<file path="src/hdl/tcc_pkg.sv">
package tcc_pkg;

  // Register addresses on the plain register port.
  localparam logic [15:0] TCC_ADDR_START = 16'hf030;
  localparam logic [15:0] TCC_ADDR_CONTROL = 16'hf040;
  localparam logic [15:0] TCC_ADDR_MODE = 16'hf041;
  localparam logic [15:0] TCC_ADDR_IO_CTRL = 16'hf042;
  localparam logic [15:0] TCC_ADDR_IRQ_ENABLE = 16'hf044;
  localparam logic [15:0] TCC_ADDR_FLAGS = 16'hf045;
  localparam logic [15:0] TCC_ADDR_COUNTER = 16'hf046;
  localparam logic [15:0] TCC_ADDR_GRA = 16'hf048;

  // Field positions.
  localparam int TCC_RUN_BIT = 1;
  localparam int TCC_FLAG_A_BIT = 0;
  localparam int TCC_IRQ_A_BIT = 0;
  localparam int TCC_CAPTURE_BIT = 0;

  // Field encodings.
  localparam logic [1:0] TCC_CLR_NONE = 2'h0;
  localparam logic [1:0] TCC_CLR_MATCH_A = 2'h1;
  localparam logic [1:0] TCC_EDGE_RISE = 2'h0;
  localparam logic [1:0] TCC_EDGE_FALL = 2'h1;
  localparam logic [1:0] TCC_MODE_NORMAL = 2'h0;

  // Values after reset.
  localparam logic [15:0] TCC_GRA_RESET = 16'hffff;
  localparam logic [15:0] TCC_COUNTER_RESET = 16'h0000;
  localparam logic [7:0] TCC_BYTE_RESET = 8'h00;

  // Width of the free divider.
  localparam int TCC_DIV_WIDTH = 10;

  // Channel control register layout.
  typedef struct packed {
    logic reserved;
    logic [1:0] clear_sel;
    logic [1:0] edge_sel;
    logic [2:0] prescaler_sel;
  } tcc_control_type;

  // Software register port request.
  typedef struct packed {
    logic [15:0] addr;
    logic [15:0] wdata;
    logic wr;
    logic rd;
  } tcc_bus_req_type;

endpackage

</file>
<file path="src/hdl/tcc_channel.sv">
// Overview of operation
// - Clear select 01 clears counter on match A.
// - Edge select 00 counts rising count-clock edges.
// - Prescaler select 110 divides system clock by 256.
// - Mode field 00 means plain normal counting.
// - Interrupt request equals enable AND flag A.
// - Compare mode: counter equals register A sets flag.
// - Capture mode: capture copies counter, sets flag.
// - Flag clears by writing 0 after reading 1.
// - Register A resets to all ones.
// - Register A is 16-bit read/write compare/capture.
// - Counter counts only while run bit is 1.
// - Counter is 16 bits, prescaled internal clock.
`timescale 1ns/1ns
`default_nettype none

module tcc_channel
#(
  parameter int DIV_WIDTH = tcc_pkg::TCC_DIV_WIDTH
)
(
  // Clock and reset.
  input wire logic ref_clk,
  input wire logic reset_n,
  // Register port.
  input wire tcc_pkg::tcc_bus_req_type bus_req,
  output logic [15:0] rd_data,
  // Capture input pin.
  input wire logic capture_in,
  // Compare/capture A interrupt request.
  output logic compare_a_irq_request
);
  import tcc_pkg::*;

  // Refuse a divider too short for the divide-by-1024 tap; a narrower one
  // would leave the upper taps without a source bit.
  if (DIV_WIDTH < 10)
  begin : g_bad_width
    $error("DIV_WIDTH must be at least 10");
  end

  // Reset release synchroniser. Assertion acts at once; release waits two
  // edges, so no register leaves reset on a marginal clock edge.
  logic rst_meta_n;
  logic rst_n;

  always_ff @(posedge ref_clk or negedge reset_n)
  begin
    if (!reset_n)
    begin
      rst_meta_n <= 1'b0;
      rst_n <= 1'b0;
    end
    else
    begin
      rst_meta_n <= 1'b1;
      rst_n <= rst_meta_n;
    end
  end

  // State.
  tcc_control_type control;
  logic [1:0] op_mode;
  logic capture_mode;
  logic compare_a_irq_enable;
  logic compare_a_flag;
  logic flag_read_armed;
  logic channel_run;
  logic [15:0] channel_counter;
  logic [15:0] general_register_a;
  logic [DIV_WIDTH-1:0] div_cnt;
  logic count_clk_prev;
  logic [2:0] cap_sync;
  logic cap_level;
  logic tap_settle;

  // Next values.
  tcc_control_type next_control;
  logic [1:0] next_op_mode;
  logic next_capture_mode;
  logic next_compare_a_irq_enable;
  logic next_compare_a_flag;
  logic next_flag_read_armed;
  logic next_channel_run;
  logic [15:0] next_channel_counter;
  logic [15:0] next_general_register_a;
  logic [DIV_WIDTH-1:0] next_div_cnt;
  logic next_count_clk_prev;
  logic [2:0] next_cap_sync;
  logic next_cap_level;
  logic next_tap_settle;
  logic [15:0] next_rd_data;
  logic next_irq;

  // Helper terms.
  logic count_clk;
  logic count_tick;
  logic match_a;
  logic capture_event;
  logic flag_write;

  // Selects the divided clock that feeds the counter. The taps follow the
  // select encoding, not bit order, and the divider runs free from reset,
  // so the first tick after starting falls anywhere within one period.
  always_comb
  begin
    unique case (control.prescaler_sel)
      3'h0: count_clk = div_cnt[0];
      3'h1: count_clk = div_cnt[1];
      3'h2: count_clk = div_cnt[3];
      3'h3: count_clk = div_cnt[5];
      3'h4: count_clk = div_cnt[2];
      3'h5: count_clk = div_cnt[4];
      3'h6: count_clk = div_cnt[7];
      3'h7: count_clk = div_cnt[9];
    endcase
  end

  // Edge detection on the divided clock and on the capture pin.
  always_comb
  begin
    unique case (control.edge_sel)
      TCC_EDGE_RISE: count_tick = count_clk & ~count_clk_prev;
      TCC_EDGE_FALL: count_tick = ~count_clk & count_clk_prev;
      default: count_tick = count_clk ^ count_clk_prev;
    endcase
    // A new tap or edge choice compares against the old tap's last level,
    // which can look like an edge; the cycle after a control write is
    // ignored, at the cost of a real edge that falls exactly there.
    count_tick = count_tick & ~tap_settle;
    // A capture counts once the second and third stages agree on a rise.
    // The level is tracked in every mode, so a pin already high does not
    // capture the moment capture mode is switched on.
    capture_event = capture_mode & (cap_sync[1] == cap_sync[2])
      & cap_sync[2] & ~cap_level;
    // A match is seen only on a tick, so a stopped counter sets no flag.
    match_a = ~capture_mode & channel_run & count_tick
      & (channel_counter == general_register_a);
    flag_write = bus_req.wr & (bus_req.addr == TCC_ADDR_FLAGS);
  end

  // Prescaler, synchroniser and counter next values.
  always_comb
  begin
    next_div_cnt = div_cnt + 1'b1;
    next_count_clk_prev = count_clk;
    next_tap_settle = bus_req.wr && bus_req.addr == TCC_ADDR_CONTROL;
    next_cap_sync = {cap_sync[1:0], capture_in};
    next_cap_level = cap_level;
    if (cap_sync[1] == cap_sync[2])
    begin
      next_cap_level = cap_sync[2];
    end
    next_channel_counter = channel_counter;
    // Every mode value counts plainly; only normal mode is defined.
    if (channel_run && count_tick)
    begin
      if (match_a && control.clear_sel == TCC_CLR_MATCH_A)
      begin
        next_channel_counter = TCC_COUNTER_RESET;
      end
      else
      begin
        next_channel_counter = channel_counter + 16'h0001;
      end
    end
    // A software write to the counter wins over a count in the same cycle.
    if (bus_req.wr && bus_req.addr == TCC_ADDR_COUNTER)
    begin
      next_channel_counter = bus_req.wdata;
    end
  end

  // Software registers, register A and flag next values. The spare control
  // bit always stores zero, so it reads back as zero.
  always_comb
  begin
    next_control = control;
    next_op_mode = op_mode;
    next_capture_mode = capture_mode;
    next_compare_a_irq_enable = compare_a_irq_enable;
    next_channel_run = channel_run;
    next_general_register_a = general_register_a;
    if (bus_req.wr)
    begin
      unique case (bus_req.addr)
        TCC_ADDR_START: next_channel_run = bus_req.wdata[TCC_RUN_BIT];
        TCC_ADDR_CONTROL:
        begin
          next_control = tcc_control_type'(bus_req.wdata[7:0]);
          next_control.reserved = 1'b0;
        end
        TCC_ADDR_MODE: next_op_mode = bus_req.wdata[1:0];
        TCC_ADDR_IO_CTRL: next_capture_mode = bus_req.wdata[TCC_CAPTURE_BIT];
        TCC_ADDR_IRQ_ENABLE:
          next_compare_a_irq_enable = bus_req.wdata[TCC_IRQ_A_BIT];
        TCC_ADDR_GRA: next_general_register_a = bus_req.wdata;
        default: ;
      endcase
    end
    // A capture overrides a same-cycle software write to register A.
    if (capture_event)
    begin
      next_general_register_a = channel_counter;
    end
    // Arm the clear on reading the flag as one; a flag write disarms unless that read comes in the same cycle.
    // The two steps keep a stray zero write from dropping an event that
    // software has not yet seen.
    next_flag_read_armed = flag_read_armed;
    if (bus_req.rd && bus_req.addr == TCC_ADDR_FLAGS && compare_a_flag)
    begin
      next_flag_read_armed = 1'b1;
    end
    else if (flag_write)
    begin
      next_flag_read_armed = 1'b0;
    end
    next_compare_a_flag = compare_a_flag;
    if (flag_write && flag_read_armed && !bus_req.wdata[TCC_FLAG_A_BIT])
    begin
      next_compare_a_flag = 1'b0;
    end
    // Set wins over a same-cycle clear, so no event is lost.
    if (match_a || capture_event)
    begin
      next_compare_a_flag = 1'b1;
    end
    // The request follows the next values, so it rises with the flag.
    next_irq = next_compare_a_irq_enable & next_compare_a_flag;
  end

  // Read data, valid in the cycle after the read strobe.
  // Idle and unmapped cycles return zero, so read data can be ORed.
  always_comb
  begin
    next_rd_data = 16'h0000;
    if (bus_req.rd)
    begin
      unique case (bus_req.addr)
        TCC_ADDR_START: next_rd_data[TCC_RUN_BIT] = channel_run;
        TCC_ADDR_CONTROL: next_rd_data[7:0] = control;
        TCC_ADDR_MODE: next_rd_data[1:0] = op_mode;
        TCC_ADDR_IO_CTRL: next_rd_data[TCC_CAPTURE_BIT] = capture_mode;
        TCC_ADDR_IRQ_ENABLE:
          next_rd_data[TCC_IRQ_A_BIT] = compare_a_irq_enable;
        TCC_ADDR_FLAGS: next_rd_data[TCC_FLAG_A_BIT] = compare_a_flag;
        TCC_ADDR_COUNTER: next_rd_data = channel_counter;
        TCC_ADDR_GRA: next_rd_data = general_register_a;
        default: next_rd_data = 16'h0000;
      endcase
    end
  end

  // Registers every state element but the reset synchroniser. Every output leaves a flip-flop, so the
  // read data and the request line never glitch.
  always_ff @(posedge ref_clk or negedge rst_n)
  begin
    if (!rst_n)
    begin
      control <= tcc_control_type'(TCC_BYTE_RESET);
      op_mode <= TCC_MODE_NORMAL;
      capture_mode <= 1'b0;
      compare_a_irq_enable <= 1'b0;
      compare_a_flag <= 1'b0;
      flag_read_armed <= 1'b0;
      channel_run <= 1'b0;
      channel_counter <= TCC_COUNTER_RESET;
      general_register_a <= TCC_GRA_RESET;
      div_cnt <= '0;
      count_clk_prev <= 1'b0;
      cap_sync <= 3'h0;
      cap_level <= 1'b0;
      tap_settle <= 1'b0;
      rd_data <= 16'h0000;
      compare_a_irq_request <= 1'b0;
    end
    else
    begin
      control <= next_control;
      op_mode <= next_op_mode;
      capture_mode <= next_capture_mode;
      compare_a_irq_enable <= next_compare_a_irq_enable;
      compare_a_flag <= next_compare_a_flag;
      flag_read_armed <= next_flag_read_armed;
      channel_run <= next_channel_run;
      channel_counter <= next_channel_counter;
      general_register_a <= next_general_register_a;
      div_cnt <= next_div_cnt;
      count_clk_prev <= next_count_clk_prev;
      cap_sync <= next_cap_sync;
      cap_level <= next_cap_level;
      tap_settle <= next_tap_settle;
      rd_data <= next_rd_data;
      compare_a_irq_request <= next_irq;
    end
  end

endmodule

`default_nettype wire

</file>
<file path="config.mk">
export PLATFORM = sky130hd
export DESIGN_NAME = tcc_channel
export DESIGN_NICKNAME = d
export VERILOG_FILES = /design/src/hdl/tcc_pkg.sv /design/src/hdl/tcc_channel.sv
export SDC_FILE = /design/constraint.sdc
export NUM_CORES = 1
export LEC_CHECK = 0
export ABC_CLOCK_PERIOD_IN_PS = 2500
export BUFFER_PORTS_ARGS = -buffer_cell sky130_fd_sc_hd__buf_2
export CAP_MARGIN = 15
export CORE_ASPECT_RATIO = 1.4
export CORE_UTILIZATION = 37
export DETAILED_ROUTE_END_ITERATION = 10
export MAX_ROUTING_LAYER = met4
export PLACE_DENSITY_LB_ADDON = 0.2
export SLEW_MARGIN = 30
export SYNTH_ARGS = -nofsm -noshare
export SYNTH_HDL_FRONTEND = slang
export SYNTH_SLANG_ARGS = --single-unit
</file>
<file path="constraint.sdc">
create_clock -name ref_clk -period 2.5 [get_ports ref_clk]
set_clock_uncertainty 0.05 [all_clocks]
set_input_delay 0.125 -clock ref_clk [delete_from_list [all_inputs] [get_ports ref_clk]]
set_output_delay 0.125 -clock ref_clk [all_outputs]
set_load 0.02 [all_outputs]
</file>
==> flow_summary.ini <==
[synth]
avgSynthCellArea_sq_um = 9.95
synthTopCellsByArea = dfrtp_1, dfstp_2, nand3_1
yosysTopAreaCell = dfrtp_1
synth_most_common_cell = dfrtp_1
synthCells = 435
synth_fp_nets = 476
synth-edff-count = 0
syn_area_sq_um = 4330
yosys.area.top_type_share = 0.376
synth_commonest_cells = dfrtp_1, nand2_1, nand3_1, o21ai_0, and3_1
yosysWarnings = 0
synth.distinct_cells = 53
synthArstFlopShare = 1.00
yosys_most_used_dff = dfrtp_1
ys_seq_area_frac = 0.473
synth-seq-cells = 81

[worst_setup_path]
arrival_ns = 2.82
required_ns = 2.67
cp_cell_sequence = mux4_2 -> mux2i_2 -> inv_2 -> ha_4 -> mux2_4 -> o2111ai_4 -> buf_4 -> buf_8 -> nor2_1 -> a22oi_1 -> o21ai_1
cpPeakStageDelay_ns = 0.51
cp_max_fo = 16
startpoint_type = flip-flop
path_class = reg -> reg
crit_path_end_kind = flip-flop
cpMaxStageDelayCell = mux4_2

[cts]
clock_latency_ns = 0.35
clock_sinks = 81
htree_levels = 3
cts_tree = built
clock-root-buffer = clkbuf_16
cts_buffer_depth = 2
path_clk_slew_ns = 0.06
cts_buffers = 9

[run_status]
outcome = complete, but fails checks
violations = negative setup slack

[finish]
layout-drive-gt1-share = 0.331
layout.cells.non_filler = 678
fillCellCount = 1054
num_antenna_cells = 0
fin_nets = 570
finish.utilization = 0.499
stdcell_area_sq_um = 5660
area_growth_pct = 30.8

[global_route]
use_met3 = 0.0385
antenna_found_initial = 0
grt_max_degree = 67
grt_remaining_overflow = 0
use_met2 = 0.372
grt_usage = 0.214
grt_first_pass_wirelength_um = 19100
first_global_vias = 3863
met1_usage = 0.225
busiest_layer = met2

[power_and_ir_drop]
seqPwrFrac = 0.456
ir_drop_mv = 0.299
p_total_mw = 2.91
sw_frac_of_total = 0.206
pwr-share-clk = 0.498
power_density_nw_per_um2 = 514
p_leak_nw = 2.55
p_int_mw = 2.31
p_switching_uw = 600
power_frac_comb = 0.046

[job]
drv_cap = 0

[placed_design]
place_area_sq_um = 4870
port_buffers = 53
dp_worst_setup_slack_ns = -0.122
dp_hpwl_um = 8140
place_inst = 630
gp_congestion = 0.902

[floorplan]
fp.dieW_um = 93.4
start_util = 0.382
num_rows = 46
dieArea_sq_um = 12100
core_sq_um = 11300
io_pins = 54
die_h_um = 130

[timing]
finalHoldViolCount = 0
drv_slew = 0
setup_viol = 18
fmax_mhz = 378
min_period_ns = 2.65
setup_ws_ns = -0.147
setup_tns_ns = -2.03
whs_ns = 0.0292
fin_crit_sh = 1.06
rsz0062_at_grt = true

[routing]
firstDrtPassIters = 6
vias = 3659
remaining_drc_errors = 0
avgViaCountPerCell = 5.40
avgRoutedWirePerCell_um = 16.9
drtIter0Drc = 195
totalWireLength_um = 11400
ant_nets = 0

[hold_path]
hold_path_class = in -> reg
## worst max-delay path, delay by kind of cell (launching register included)
kind / cells / cell delay [ns]
multiplexers: 3 / 0.98
AO/OA/AOI/OAI: 3 / 0.53
buffers and inverters: 3 / 0.39
flip-flops: 1 / 0.36
adder cells (fa/ha/maj): 1 / 0.16
AND/OR/NAND/NOR: 1 / 0.05
## area by class of cell
cell class | count | area (sq um) | area share
Inverter | 9 | 33.8 | 0.00597
Clock inverter | 3 | 65.1 | 0.0115
Clock buffer | 13 | 260 | 0.0460
Multi-Input combinational cell | 315 | 2250 | 0.398
Tap cell | 144 | 180 | 0.0318
Sequential cell | 81 | 2050 | 0.362
Timing Repair Buffer | 113 | 816 | 0.144
## power groups by stage
stage          registers, mW  clock network, mW  logic, mW
3_3_place_gp            1.35                  0      0.112
3_5_place_dp            1.35                  0      0.114
6_report                1.33               1.45      0.132
2_1_floorplan           1.36                  0     0.0377
4_1_cts                 1.33               1.48      0.135
5_1_grt                 1.33               1.53      0.148
## state kept, by name, summed over array words and instances (netlist names), 2 cells and up
name                cells
cap_sync                3
channel_counter        16
control                 7
div_cnt                10
general_register_a     16
op_mode                 2
rd_data                16
## cells by family (layout without fill, tap and decap cells)
logic type | count (synthesis) | count (layout) | share of synthesized area
buffers and inverters | 39 | 138 | 0.0416
flip-flops | 81 | 81 | 0.473
AO/OA/AOI/OAI | 66 | 66 | 0.101
AND/OR/NAND/NOR | 187 | 187 | 0.237
XOR/XNOR | 24 | 24 | 0.0486
other | 1 | 1 | 0.000866
multiplexers | 32 | 32 | 0.0838
adder cells (fa/ha/maj) | 5 | 5 | 0.0139
## cells in the final DEF, fill, tap and decap left out, types with 3 or more instances in the layout
master,n
a21oi_1,6
a21oi_2,3
a222oi_1,6
a22oi_1,12
and2_1,6
and3_1,19
buf_2,53
buf_4,31
buf_6,10
clkbuf_16,9
dfrtp_1,64
dfstp_2,16
dlygate4sd3_1,17
ha_1,3
inv_1,8
mux2_2,13
mux2i_1,15
nand2_1,44
nand3_1,39
nand3_2,4
nand4_1,8
nor2_1,16
nor2b_1,14
nor3_1,4
nor4_1,12
o21ai_0,18
o21ai_2,10
xnor2_1,15
xor2_1,9
## metal layers
metal  up-vias  wire (um)  share of wire
li1       1758          -              -
met1      1785       4420           0.39
met2        81       6200           0.54
met3        35        366          0.032
met4         0        465          0.041
met5         -          0              0
## worst paths after layout
check / start / end / slack, ns / cells past startpoint
setup / recovery: control[0]$_DFFE_PN0P_ / channel_counter[1]$_DFFE_PN0P_ / -0.15 / 11
hold / removal: bus_req[3] / channel_counter[1]$_DFFE_PN0P_ / 0.03 / 3
setup reg to reg: control[0]$_DFFE_PN0P_ / channel_counter[1]$_DFFE_PN0P_ / -0.15 / 11
hold reg to reg: rst_n$_DFF_PN0_ / div_cnt[5]$_DFF_PN0_ / 0.12 / 0
max in group asynchronous: rst_n$_DFF_PN0_ / general_register_a[5]$_DFFE_PN1P_ / 1.62 / 1
min in group asynchronous: reset_n / rst_n$_DFF_PN0_ / 0.05 / 2
## repair_timing
item	in CTS	in global routing
buffers inserted	13	2
hold buffers	17	0
endpoints found under the setup margin	17	19
gates resized for setup	31	17
pin swaps	7	6
endpoints found under the hold margin	18	0
Note: power is estimated with default switching activity, not from simulation.
